[src/hw/mrc_pkg.sv]
// Shared types and constants of the register value codec
package mrc_pkg;

    // ------------------------------------------------------------------
    // Value kinds
    // ------------------------------------------------------------------
    typedef enum logic [3:0] {
        MRC_BOOL = 4'h0,
        MRC_U16  = 4'h1,
        MRC_I16  = 4'h2,
        MRC_U32  = 4'h3,
        MRC_I32  = 4'h4,
        MRC_U64  = 4'h5,
        MRC_DATE = 4'h6,
        MRC_TEXT = 4'h7,
        MRC_REAL = 4'h8
    } mrc_type_t;

    // ------------------------------------------------------------------
    // Encodings and field positions
    // ------------------------------------------------------------------
    localparam logic [15:0] MRC_BOOL_TRUE   = 16'hFFFF;
    localparam logic [15:0] MRC_BOOL_FALSE  = 16'h0000;
    localparam logic [15:0] MRC_ZERO16      = 16'h0000;
    localparam logic [7:0]  MRC_EXC_NAN     = 8'h04;
    localparam logic [7:0]  MRC_EXC_ILLEGAL = 8'h03;
    localparam logic [7:0]  MRC_EXC_NONE    = 8'h00;
    localparam logic [7:0]  MRC_EXP_ONES    = 8'hFF;
    localparam int          MRC_EXP_HI      = 30;
    localparam int          MRC_EXP_LO      = 23;
    localparam logic [31:0] MRC_YEAR_MUL    = 32'h0000_2710;
    localparam logic [31:0] MRC_MONTH_MUL   = 32'h0000_0064;
    localparam logic [4:0]  MRC_TXT_WORDS   = 5'h10;

    // ------------------------------------------------------------------
    // Carriers
    // ------------------------------------------------------------------
    typedef struct packed {
        mrc_type_t   kind;
        logic [63:0] val;
    } mrc_val_t;

    typedef struct packed {
        logic [15:0] word;
        logic        last;
    } mrc_rd_word_t;

    // Register count of each kind
    function automatic logic [4:0] mrc_words(input mrc_type_t t);
        logic [4:0] n;
        n = 5'h01;
        case (t)
            MRC_U32, MRC_I32, MRC_REAL: n = 5'h02;
            MRC_U64, MRC_DATE:          n = 5'h04;
            MRC_TEXT:                   n = MRC_TXT_WORDS;
            default:                    n = 5'h01;
        endcase
        return n;
    endfunction : mrc_words

endpackage : mrc_pkg

[src/hw/mrc_txt_mem.sv]
// Sixteen-word store for the text field, registered read
`timescale 1ns/1ns
module mrc_txt_mem (
    input  wire logic        i_clk,   // System clock
    input  wire logic        i_rst_b, // Async reset, active low
    input  wire logic        i_we,    // Write strobe
    input  wire logic [3:0]  i_waddr, // Write word index
    input  wire logic [15:0] i_wdata, // Write word
    input  wire logic [3:0]  i_raddr, // Read word index
    output logic      [15:0] o_rdata  // Read word, one cycle later
);
    logic [15:0] mem_q [16];
    logic [15:0] rdata_d;

    // Read data selection
    always_comb begin
        rdata_d = mem_q[i_raddr];
    end

    // Array write, no reset on storage
    always_ff @(posedge i_clk) begin
        if (i_we) begin
            mem_q[i_waddr] <= i_wdata;
        end
    end

    // Read register
    always_ff @(posedge i_clk or negedge i_rst_b) begin
        if (!i_rst_b) begin
            o_rdata <= 16'h0000;
        end else begin
            o_rdata <= rdata_d;
        end
    end
endmodule : mrc_txt_mem

[src/hw/mrc_codec.sv]
// Register value codec: core values to register words and back
`timescale 1ns/1ns
// Operation
// - Boolean register is 0x0000 false, 0xFFFF true, else invalid
// - Unsigned 16-bit value fills exactly one register, full range
// - Signed 16-bit value in one register, top bit is sign
// - 32-bit values span two registers joined into one word; bit 31 sign for signed and real, not unsigned
// - 64-bit value spans four registers, split on read, joined on write
// - Date stamp upper half is year*10000 + month*100 + day
// - Date stamp lower thirty-two bits are zero
// - Text field is sixteen registers, two characters each, moved whole
// - Characters packed in pairs, first pair in first register
// - Earlier character in bits 7:0, later in bits 15:8
// - Real value is binary32: sign, biased exponent, fraction
// - Never return a NaN real; answer exception code 4 instead
// - Real value: first register upper half, second lower half
// - Multi-register values go most significant part first
module mrc_codec (
    input  wire logic                  i_clk,        // System clock
    input  wire logic                  i_rst_b,      // Async reset, active low
    input  wire logic                  i_rd_req,     // Read request pulse
    input  wire mrc_pkg::mrc_type_t    i_rd_kind,    // Kind to read
    input  wire logic [63:0]           i_core_val,   // Core value, right aligned
    input  wire logic [13:0]           i_date_year,  // Date year
    input  wire logic [3:0]            i_date_month, // Date month
    input  wire logic [4:0]            i_date_day,   // Date day
    output logic                       o_rd_busy,    // Read in progress
    output logic                       o_rd_valid,   // Read word strobe
    output mrc_pkg::mrc_rd_word_t      o_rd_word,    // Read word and last flag
    output logic                       o_rd_exc,     // Read exception pulse
    output logic [7:0]                 o_rd_exc_code,// Read exception code
    input  wire logic                  i_wr_valid,   // Write word strobe
    input  wire mrc_pkg::mrc_type_t    i_wr_kind,    // Kind being written
    input  wire logic [15:0]           i_wr_word,    // Write word
    output logic                       o_wr_done,    // Decoded value pulse
    output mrc_pkg::mrc_val_t          o_wr_res,     // Decoded value
    output logic                       o_wr_exc,     // Write exception pulse
    output logic [7:0]                 o_wr_exc_code,// Write exception code
    input  wire logic                  i_chr_rd,     // Character read pulse
    input  wire logic [4:0]            i_chr_idx,    // Character index 0..31
    output logic                       o_chr_valid,  // Character strobe
    output logic [7:0]                 o_chr         // Character byte
);
    import mrc_pkg::*;

    // ------------------------------------------------------------------
    // Read side state
    // ------------------------------------------------------------------
    typedef enum logic [1:0] {
        MRC_ST_IDLE = 2'b00,
        MRC_ST_SEND = 2'b01,
        MRC_ST_TEXT = 2'b10
    } mrc_state_t;

    mrc_state_t   state_q, state_d;
    logic [63:0]  sh_q, sh_d;
    logic [4:0]   left_q, left_d;
    logic [3:0]   addr_q, addr_d;
    logic         pend_q, pend_d;
    logic         rvalid_d, rexc_d;
    mrc_rd_word_t rword_d;
    logic [7:0]   rexc_code_d;
    logic [31:0]  date_w;
    logic [3:0]   mem_raddr;
    logic [15:0]  mem_rdata;
    logic         chr_pend_q, chr_pend_d, chr_hi_q, chr_hi_d;
    logic         chr_valid_d;
    logic [7:0]   chr_d;

    // Packed decimal date, upper half of the stamp
    // decimal date pack
    assign date_w = 32'(i_date_year) * MRC_YEAR_MUL + 32'(i_date_month) * MRC_MONTH_MUL
                  + 32'(i_date_day);

    // Text store read port: serializer has priority over the core
    assign mem_raddr = (state_q == MRC_ST_TEXT) ? addr_q : i_chr_idx[4:1];

    // Read path next state
    always_comb begin
        state_d     = state_q;
        sh_d        = sh_q;
        left_d      = left_q;
        addr_d      = addr_q;
        pend_d      = 1'b0;
        rvalid_d    = 1'b0;
        rword_d     = '{word: MRC_ZERO16, last: 1'b0};
        rexc_d      = 1'b0;
        rexc_code_d = o_rd_exc_code;
        unique case (state_q)
            MRC_ST_IDLE: begin
                if (i_rd_req) begin
                    // Snapshot at request so all parts of a non-text value share one instant
                    left_d = mrc_words(i_rd_kind);
                    state_d = MRC_ST_SEND;
                    unique case (i_rd_kind)
                        MRC_BOOL: sh_d = {(i_core_val[0] ? MRC_BOOL_TRUE : MRC_BOOL_FALSE),
                                          48'h0};
                        MRC_U16, MRC_I16: sh_d = {i_core_val[15:0], 48'h0};
                        MRC_U32, MRC_I32, MRC_REAL: sh_d = {i_core_val[31:0], 32'h0};
                        MRC_DATE: sh_d = {date_w, 32'h0};
                        MRC_U64: sh_d = i_core_val;
                        MRC_TEXT: begin
                            state_d = MRC_ST_TEXT;
                            addr_d  = 4'h0;
                        end
                        default: state_d = MRC_ST_IDLE;
                    endcase
                    if (i_rd_kind == MRC_REAL &&
                        i_core_val[MRC_EXP_HI:MRC_EXP_LO] == MRC_EXP_ONES) begin
                        state_d     = MRC_ST_IDLE;
                        rexc_d      = 1'b1;
                        rexc_code_d = MRC_EXC_NAN;
                    end
                end
            end
            MRC_ST_SEND: begin
                rvalid_d = 1'b1;
                rword_d  = '{word: sh_q[63:48], last: (left_q == 5'h01)};
                sh_d     = {sh_q[47:0], 16'h0};
                left_d   = left_q - 5'h01;
                if (left_q == 5'h01) begin
                    state_d = MRC_ST_IDLE;
                end
            end
            MRC_ST_TEXT: begin
                if (left_q != 5'h00) begin
                    pend_d = 1'b1;
                    addr_d = addr_q + 4'h1;
                    left_d = left_q - 5'h01;
                end
                if (pend_q) begin
                    rvalid_d = 1'b1;
                    rword_d  = '{word: mem_rdata, last: (left_q == 5'h00)};
                    if (left_q == 5'h00) begin
                        state_d = MRC_ST_IDLE;
                    end
                end
            end
            default: state_d = MRC_ST_IDLE;
        endcase
    end

    // Core character read next values
    always_comb begin
        chr_pend_d  = i_chr_rd && (state_q != MRC_ST_TEXT);
        chr_hi_d    = i_chr_idx[0];
        chr_valid_d = chr_pend_q;
        chr_d       = chr_hi_q ? mem_rdata[15:8] : mem_rdata[7:0];
        if (!chr_pend_q) begin
            chr_d = o_chr;
        end
    end

    // Read side registers
    always_ff @(posedge i_clk or negedge i_rst_b) begin
        if (!i_rst_b) begin
            state_q       <= MRC_ST_IDLE;
            sh_q          <= 64'h0;
            left_q        <= 5'h00;
            addr_q        <= 4'h0;
            pend_q        <= 1'b0;
            o_rd_busy     <= 1'b0;
            o_rd_valid    <= 1'b0;
            o_rd_word     <= '0;
            o_rd_exc      <= 1'b0;
            o_rd_exc_code <= MRC_EXC_NONE;
            chr_pend_q    <= 1'b0;
            chr_hi_q      <= 1'b0;
            o_chr_valid   <= 1'b0;
            o_chr         <= 8'h00;
        end else begin
            state_q       <= state_d;
            sh_q          <= sh_d;
            left_q        <= left_d;
            addr_q        <= addr_d;
            pend_q        <= pend_d;
            o_rd_busy     <= (state_d != MRC_ST_IDLE);
            o_rd_valid    <= rvalid_d;
            o_rd_word     <= rword_d;
            o_rd_exc      <= rexc_d;
            o_rd_exc_code <= rexc_code_d;
            chr_pend_q    <= chr_pend_d;
            chr_hi_q      <= chr_hi_d;
            o_chr_valid   <= chr_valid_d;
            o_chr         <= chr_d;
        end
    end

    // ------------------------------------------------------------------
    // Write side: assemble register words into values
    // ------------------------------------------------------------------
    logic [4:0]  wcnt_q, wcnt_d;
    logic [63:0] acc_q, acc_d;
    logic        wdone_d, wexc_d, mem_we;
    mrc_val_t    wres_d;
    logic [7:0]  wexc_code_d;

    // Write path next values
    always_comb begin
        wcnt_d      = wcnt_q;
        acc_d       = acc_q;
        wdone_d     = 1'b0;
        wexc_d      = 1'b0;
        wexc_code_d = o_wr_exc_code;
        wres_d      = o_wr_res;
        mem_we      = 1'b0;
        if (i_wr_valid) begin
            acc_d  = {acc_q[47:0], i_wr_word};
            mem_we = (i_wr_kind == MRC_TEXT);
            wcnt_d = wcnt_q + 5'h01;
            if (i_wr_kind == MRC_BOOL && i_wr_word != MRC_BOOL_TRUE &&
                i_wr_word != MRC_BOOL_FALSE) begin
                wexc_d      = 1'b1;
                wexc_code_d = MRC_EXC_ILLEGAL;
                wcnt_d      = 5'h00;
            end else if (wcnt_d == mrc_words(i_wr_kind)) begin
                wdone_d     = 1'b1;
                wcnt_d      = 5'h00;
                wres_d.kind = i_wr_kind;
                unique case (i_wr_kind)
                    MRC_BOOL: wres_d.val = {63'h0, (i_wr_word == MRC_BOOL_TRUE)};
                    MRC_U16:  wres_d.val = {48'h0, i_wr_word};
                    MRC_I16:  wres_d.val = {{48{i_wr_word[15]}}, i_wr_word};
                    MRC_U32, MRC_REAL: wres_d.val = {32'h0, acc_d[31:0]};
                    MRC_I32:  wres_d.val = {{32{acc_d[31]}}, acc_d[31:0]};
                    MRC_U64, MRC_DATE: wres_d.val = acc_d;
                    default:  wres_d.val = 64'h0;
                endcase
            end
        end
    end

    // Write side registers
    always_ff @(posedge i_clk or negedge i_rst_b) begin
        if (!i_rst_b) begin
            wcnt_q        <= 5'h00;
            acc_q         <= 64'h0;
            o_wr_done     <= 1'b0;
            o_wr_res      <= '{kind: MRC_BOOL, val: 64'h0};
            o_wr_exc      <= 1'b0;
            o_wr_exc_code <= MRC_EXC_NONE;
        end else begin
            wcnt_q        <= wcnt_d;
            acc_q         <= acc_d;
            o_wr_done     <= wdone_d;
            o_wr_res      <= wres_d;
            o_wr_exc      <= wexc_d;
            o_wr_exc_code <= wexc_code_d;
        end
    end

    // Text store; word index follows arrival order
    // field words stored in order
    mrc_txt_mem u_txt_mem (
        .i_clk   (i_clk),
        .i_rst_b (i_rst_b),
        .i_we    (mem_we),
        .i_waddr (wcnt_q[3:0]),
        .i_wdata (i_wr_word),
        .i_raddr (mem_raddr),
        .o_rdata (mem_rdata)
    );

    // ------------------------------------------------------------------
    // Checks
    // ------------------------------------------------------------------
    logic        rd_go;
    logic [15:0] core_hi, core_lo;
    assign rd_go   = i_rd_req && (state_q == MRC_ST_IDLE);
    assign core_hi = i_core_val[31:16];
    assign core_lo = i_core_val[15:0];
endmodule : mrc_codec

[config.mk]
export PLATFORM = sky130hd
export DESIGN_NAME = mrc_codec
export DESIGN_NICKNAME = d
export VERILOG_FILES = /design/src/hw/mrc_pkg.sv /design/src/hw/mrc_txt_mem.sv /design/src/hw/mrc_codec.sv
export SDC_FILE = /design/constraint.sdc
export NUM_CORES = 1
export LEC_CHECK = 0
export CORE_MARGIN = 5
export CORE_UTILIZATION = 65
export DETAILED_ROUTE_END_ITERATION = 8
export DONT_BUFFER_PORTS = 1
export MAX_ROUTING_LAYER = met4
export PLACE_DENSITY = 0.81
export SLEW_MARGIN = 20
export SYNTH_ARGS = -nofsm -noshare
export SYNTH_HDL_FRONTEND = slang
export SYNTH_SLANG_ARGS = --single-unit
[constraint.sdc]
create_clock -name i_clk -period 5.85 [get_ports i_clk]
set_input_delay 1.17 -clock i_clk [delete_from_list [all_inputs] [get_ports i_clk]]
set_output_delay 1.17 -clock i_clk [all_outputs]
set_load 0.05 [all_outputs]
==> results of run 1 <==
[routing by layer]
layer	global-route usage	up-vias	routed length [µm]
li1	-	7403	-
met1	0.397	8450	23600
met2	0.514	980	32000
met3	0.0670	148	6510
met4	0.100	0	2330
met5	-	-	0
[critical path: stages]
cell and delay, ns:
inv_1 0.08, fa_1 0.55, inv_1 0.05, ha_1 0.29, fa_1 0.48, ha_1 0.29
inv_1 0.05, fa_1 0.49, inv_1 0.04, ha_1 0.37, nand4_2 0.19, a211oi_2 0.37
buf_4 0.19, o21ai_1 0.07, a21oi_1 0.17, xnor2_1 0.14, or4_1 0.53, mux2_2 0.28
o211ai_2 0.07
[cell usage after synthesis (23+ instances only)]
master / number / area, µm²
dfrtp_1: 248 / 6210
nor3_1: 29 / 145
o21ai_0: 60 / 300
nand2_1: 119 / 447
nand3_1: 47 / 235
a222oi_1: 29 / 290
mux2_2: 54 / 608
fa_1: 32 / 641
clkbuf_1: 76 / 285
a21oi_1: 167 / 836
xnor2_1: 25 / 219
a31oi_1: 23 / 144
mux2i_1: 26 / 260
buf_2: 24 / 120
edfxtp_1: 256 / 7690
mux4_2: 64 / 1440
nor2_1: 160 / 601
ha_1: 102 / 1280
nor2b_1: 44 / 275
inv_1: 137 / 514
[worst min path at each step]
stage / startpoint / to / slack (ns) / depth (start not counted)
after floorplan: chr_pend_q / o_chr_valid / 0.35 / 0
after global placement: sh_q[1] / sh_q[1] / 0.45 / 2
after detailed placement: sh_q[12] / sh_q[12] / 0.46 / 2
after CTS: i_rst_b / u_txt_mem.o_rdata[6] / 0.28 / 0
after global routing: i_rst_b / u_txt_mem.o_rdata[11] / 0.28 / 0
final: i_rst_b / o_rd_word[7] / 0.32 / 0
[layout make-up]
cell class / count / area [µm²] / share of cell area
clock buffer: 62 / 1300 / 0.0478
clock inverter: 26 / 295 / 0.0108
inverter: 137 / 514 / 0.0189
multi-input combinational: 1267 / 10100 / 0.372
sequential: 504 / 13900 / 0.510
tap: 511 / 639 / 0.0235
timing repair buffer: 58 / 448 / 0.0165
[cell families after synthesis]
logic type      count (synthesis)  synth area share
compound gates                440             0.119
other cells                     1          0.000151
mux                           144            0.0928
buf+inv                       264            0.0436
flops                         504             0.558
fa+ha+maj                     134            0.0770
xor+xnor                       28           0.00985
simple gates                  508             0.100
[sequential cells by signal, indices dropped and copies added (netlist names), 8 cells and up]
| name | flops |
|---|---|
| u_txt_mem.mem_q | 256 |
| o_wr_res | 68 |
| o_rd_word | 17 |
| o_chr | 8 |
| acc_q | 48 |
| sh_q | 64 |
| u_txt_mem.o_rdata | 16 |
[stage by stage]
step	instance area (µm²)	worst slack [ns]	util	hold WS (ns)	setup TNS [ns]
after floorplan	24900	0.0121	-	0.352	0
after global placement	25600	-0.0373	0.678	0.450	-0.0534
after global routing	27200	0.190	0.721	0.279	0
final	27200	0.461	0.721	0.323	0
after CTS	27200	0.458	0.721	0.281	0
after detailed placement	25600	-0.138	0.678	0.458	-0.855
[report_power, final]
part           internal, mW  switching (mW)  total [mW]
Combinational          1.63            2.29        3.92
Clock                  1.81            1.34        3.15
Sequential             4.27            1.47        5.74
==> results.yml, run 1 <==
timing:
  slew_viol_final: 0
  rsz0062_at_grt: "false"
  period_needed_ns: 5.39
  hold_viol: 0
  tightest_slew_ns: 1.11
  finalSetupViolCount: 0
  max_clock_freq_mhz: 186
  relSlewSlack: 0.256
  skew_ns: 0.0152
  timing.final.crit_share: 0.921
clocking:
  cts_sinks: 504
  cts_tree: "built"
  cts_made_buffers: 47
  post_cts_buffers: 0
  clock_latency_ns: 0.58
  path_clk_slew_ns: 0.06
  cts_resized: 0
  clockRootBuffer: "clkbuf_16"
  cts_buffer_depth: 3
  ctsHtreeMaxLevel: 2
  cts_hold_buf: 0
floorplan:
  die_area_um2: 42300
  die_w_um: 206
  core_area_um2: 37800
  die_height_um: 206
  rows: 71
  num_io_pins: 236
  initial_core_util: 0.659
setup_path:
  r2r-end: "u_txt_mem.o_rdata[8]"
  worst_ep_arrival_time_ns: 5.89
  startpoint: "i_date_year[6]"
  worstSetupEndpointType: "flip-flop"
  cp_data_required_time_ns: 6.35
  critPathCapture: "sh_q[57]"
  reg2reg_depth: 8
  r2r_setup_slack_ns: 2.09
  r2r-start: "state_q[0]"
  worstSetupPathType: "input pin to flip-flop"
  worstPathMaxFanout: 6
  setup.worst_path.start_class: "input pin"
routing:
  wl_per_cell_um: 25.1
  viasPerCell: 6.62
  drt-total-wl_um: 64500
  routed-via-count: 16981
  drt_first_pass_iters: 9
  first_iter_violations: 2142
  drtAntennaViolNets: 0
  drc: 0
layout:
  stdcell_count: 2565
  fillCellCount: 2411
  syn2layout_area_growth_pct: 9.35
  final_common_cell: "edfxtp_1"
  diodes: 0
  final_cell_mix: "256 x edfxtp_1, 248 x dfrtp_1, 167 x a21oi_1"
  fin_nets: 2270
  drive_gt1_frac: 0.152
grt:
  grt_pass1_vias: 17090
  antenna_found_initial: 0
  grt_max_degree: 249
  overflow: 0
  grt_usage: 0.313
  grt_pass1_wl_um: 98900
pwr:
  p_total_mw: 12.8
  p_per_area_nw_per_um2: 471
  p_leak_nw: 10.8
  ir_drop_mv: 0.376
logic_synthesis:
  ys_warn_count: 0
  synth_edf_count: 256
  avgSynthCellArea_um2: 12.3
  post_synth_inst_count: 2023
  netlist_area_um2: 24900
  synth_seq_area_share: 0.558
  ys_ff_latch: 504
  async_flop_share: 0.492
  ys_types: 91
  synth-main-ff-cell: "edfxtp_1"
placement:
  routabilityCongestion: 0.931
  port_buffers: 0
  post-place-cells: 2477
  place_hpwl_um: 42500
min_path:
  min_path_type: "input pin to async pin"
run:
  maxCapViolCount: 0
outcome:
  status: "complete, no violations"
Power figures use the tool's default switching activity.
==> run 2: changes to the inputs <==
--- a/config.mk
+++ b/config.mk
@@ -5,6 +5,7 @@
 export SDC_FILE = /design/constraint.sdc
 export NUM_CORES = 1
 export LEC_CHECK = 0
+export ABC_AREA = 1
 export CORE_MARGIN = 5
 export CORE_UTILIZATION = 65
 export DETAILED_ROUTE_END_ITERATION = 8
==> results.yml, run 2 <==
logic_synthesis:
  ys_ff_latch: 504
  netlist_area_um2: 25600
  synth-main-ff-cell: "edfxtp_1"
  synth_seq_area_share: 0.542
  synth_area_leaders: "edfxtp_1 30%, dfrtp_1 24%, nand2_1 7.6%"
  post_synth_inst_count: 2773
  synth_edf_count: 256
  avgSynthCellArea_um2: 9.24
  ys_top_cells_by_count: "516 x nand2_1, 423 x inv_1, 256 x edfxtp_1"
  async_flop_share: 0.492
  yosysMostFrequentCell: "nand2_1"
  ys_warn_count: 0
  netlist.top_cell.by_area: "edfxtp_1"
  ys_types: 50
  synth_top_area_share: 0.300
layout:
  drive_gt1_frac: 0.0504
  fin_nets: 2976
  final_common_cell: "nand2_1"
  top_regs: "u_txt_mem.mem_q x256, o_wr_res x68, sh_q x64"
  fillCellCount: 2865
  diodes: 0
  syn2layout_area_growth_pct: 6.95
  final_cell_mix: "515 x nand2_1, 423 x inv_1, 256 x edfxtp_1"
  multi_input_area_um2: 9470
  design_area_um2: 27400
  stdcell_count: 3274
  top_register: "u_txt_mem.mem_q"
  seqCellArea_um2: 13900
  largest_reg_flops: 256
grt:
  grt_max_degree: 249
  grt_pass1_vias: 19417
  overflow: 0
  antenna_found_initial: 0
  grt_pass1_wl_um: 105000
  grt_usage: 0.307
setup_path:
  worstPathMaxFanout: 5
  worstSetupPathType: "input pin to flip-flop"
  crit_slowest_cell: "fa_1"
  critical-path-top-delay-family: "adder cells"
  setup.worst_path.start_class: "input pin"
  path_depth: 28
  crit_top_cell: "nand2_1"
  r2r_setup_slack_ns: 1.93
  cp_data_required_time_ns: 6.32
  worstSetupEndpointType: "flip-flop"
  cp_num_buf_inv: 7
  reg2reg_depth: 10
  worst_ep_arrival_time_ns: 5.68
  max_stage_delay_ns: 0.54
routing:
  wl_per_cell_um: 20.0
  viasPerCell: 5.95
  first_iter_violations: 2171
  drt-total-wl_um: 65300
  routed-via-count: 19473
  drc: 0
  drt_first_pass_iters: 6
  drtAntennaViolNets: 0
clocking:
  path_clk_slew_ns: 0.06
  post_cts_buffers: 0
  cts_buffer_depth: 3
  cts_made_buffers: 49
  cts_sinks: 504
  clock_latency_ns: 0.60
  cts_tree: "built"
  cts_hold_buf: 0
  clockRootBuffer: "clkbuf_16"
  ctsHtreeMaxLevel: 2
  cts_resized: 0
timing:
  timing.final.crit_share: 0.891
  slew_viol_final: 0
  period_needed_ns: 5.21
  finalSetupViolCount: 0
  max_clock_freq_mhz: 192
  hold_viol: 0
  tns_ns: 0
  rsz0062_at_grt: "false"
  relSlewSlack: 0.289
  tightest_slew_ns: 1.07
  skew_ns: 0.0297
  post-route-worst-setup-slack_ns: 0.636
placement:
  place_hpwl_um: 43900
  pre_cts_ws_ns: 0.118
  postPlaceCellArea_um2: 25900
  port_buffers: 0
  routabilityCongestion: 0.943
  post-place-cells: 3188
pwr:
  ir_drop_mv: 0.434
  p_per_area_nw_per_um2: 439
  seqPwrFrac: 0.461
  combPwrFrac: 0.288
  p_total_mw: 12.0
  p_leak_nw: 12.4
  clockPowerShare: 0.251
  p_int_mw: 7.02
  sw_frac_of_total: 0.417
  switching_power_mw: 5.01
floorplan:
  rows: 72
  num_io_pins: 236
  die_height_um: 209
  die_w_um: 209
  die_area_um2: 43500
  initial_core_util: 0.660
  core_area_um2: 38800
run:
  maxCapViolCount: 0
outcome:
  status: "complete, no violations"
min_path:
  min_path_type: "input pin to async pin"
run 2: cell count changes after synthesis, sizes merged, moves of 64 or more:
cell / delta
nand3: +145
o211ai: +65
mux4: -64
inv: +289
nand2: +401
o21ai: +164
run 2: cell type report:
class | instances | area share
well taps | 518 | 0.0237
flip-flops and latches | 504 | 0.507
multi-input cells | 1704 | 0.346
clock inverters | 15 | 0.00543
repair buffers | 33 | 0.00950
inverters | 429 | 0.0588
clock buffers | 71 | 0.0498
run 2: worst reg2reg max path, stage by stage (launching register included):
cell      delay [ns]
dfrtp_1         0.42
inv_1           0.13
ha_1            0.86
nand2_1         0.24
nand2_4         0.72
buf_4           0.65
a21oi_1         0.09
o21ai_0         0.11
nand2_1         0.08
o221ai_1        0.28
nand2_1         0.18
run 2: power groups by stage:
stage | sequential [mW] | clock, mW | combinational [mW]
floorplan | 5.42 | 0 | 2.69
global placement | 5.59 | 0 | 3.31
detailed placement | 5.59 | 0 | 3.40
CTS | 5.53 | 3.05 | 3.44
global route | 5.59 | 3.19 | 3.93
finish | 5.54 | 3.02 | 3.47
run 2: cell families after synthesis:
| kind of cell | after synthesis | synth area share |
|---|---|---|
| AO/OA/AOI/OAI | 591 | 0.129 |
| other | 1 | 0.000146 |
| buffers and inverters | 577 | 0.0907 |
| adder cells (fa/ha/maj) | 134 | 0.0748 |
| AND/OR/NAND/NOR | 942 | 0.154 |
| multiplexers | 10 | 0.00440 |
| XOR/XNOR | 14 | 0.00479 |
| flip-flops | 504 | 0.542 |
run 2: metal layers:
metal	track usage	wire, µm
met3	0.0515	5140
met4	0.113	2280
met5	-	0
met1	0.383	25000
met2	0.511	32900
run 2: worst paths after layout:
path                                 from                   end
max                        i_date_year[4]              sh_q[57]
min reg2reg                     acc_q[26]             acc_q[42]
max in group asynchronous         i_rst_b           o_wr_res[2]
min                               i_rst_b              sh_q[10]
min in group i_clk              acc_q[26]             acc_q[42]
max reg2reg                    state_q[0]  u_txt_mem.o_rdata[2]
run 2: stage by stage:
stage                util  hold WS (ns)
floorplan               -         0.352
global placement    0.667         0.460
detailed placement  0.667         0.460
CTS                 0.706         0.243
global route        0.706         0.249
finish              0.706         0.272
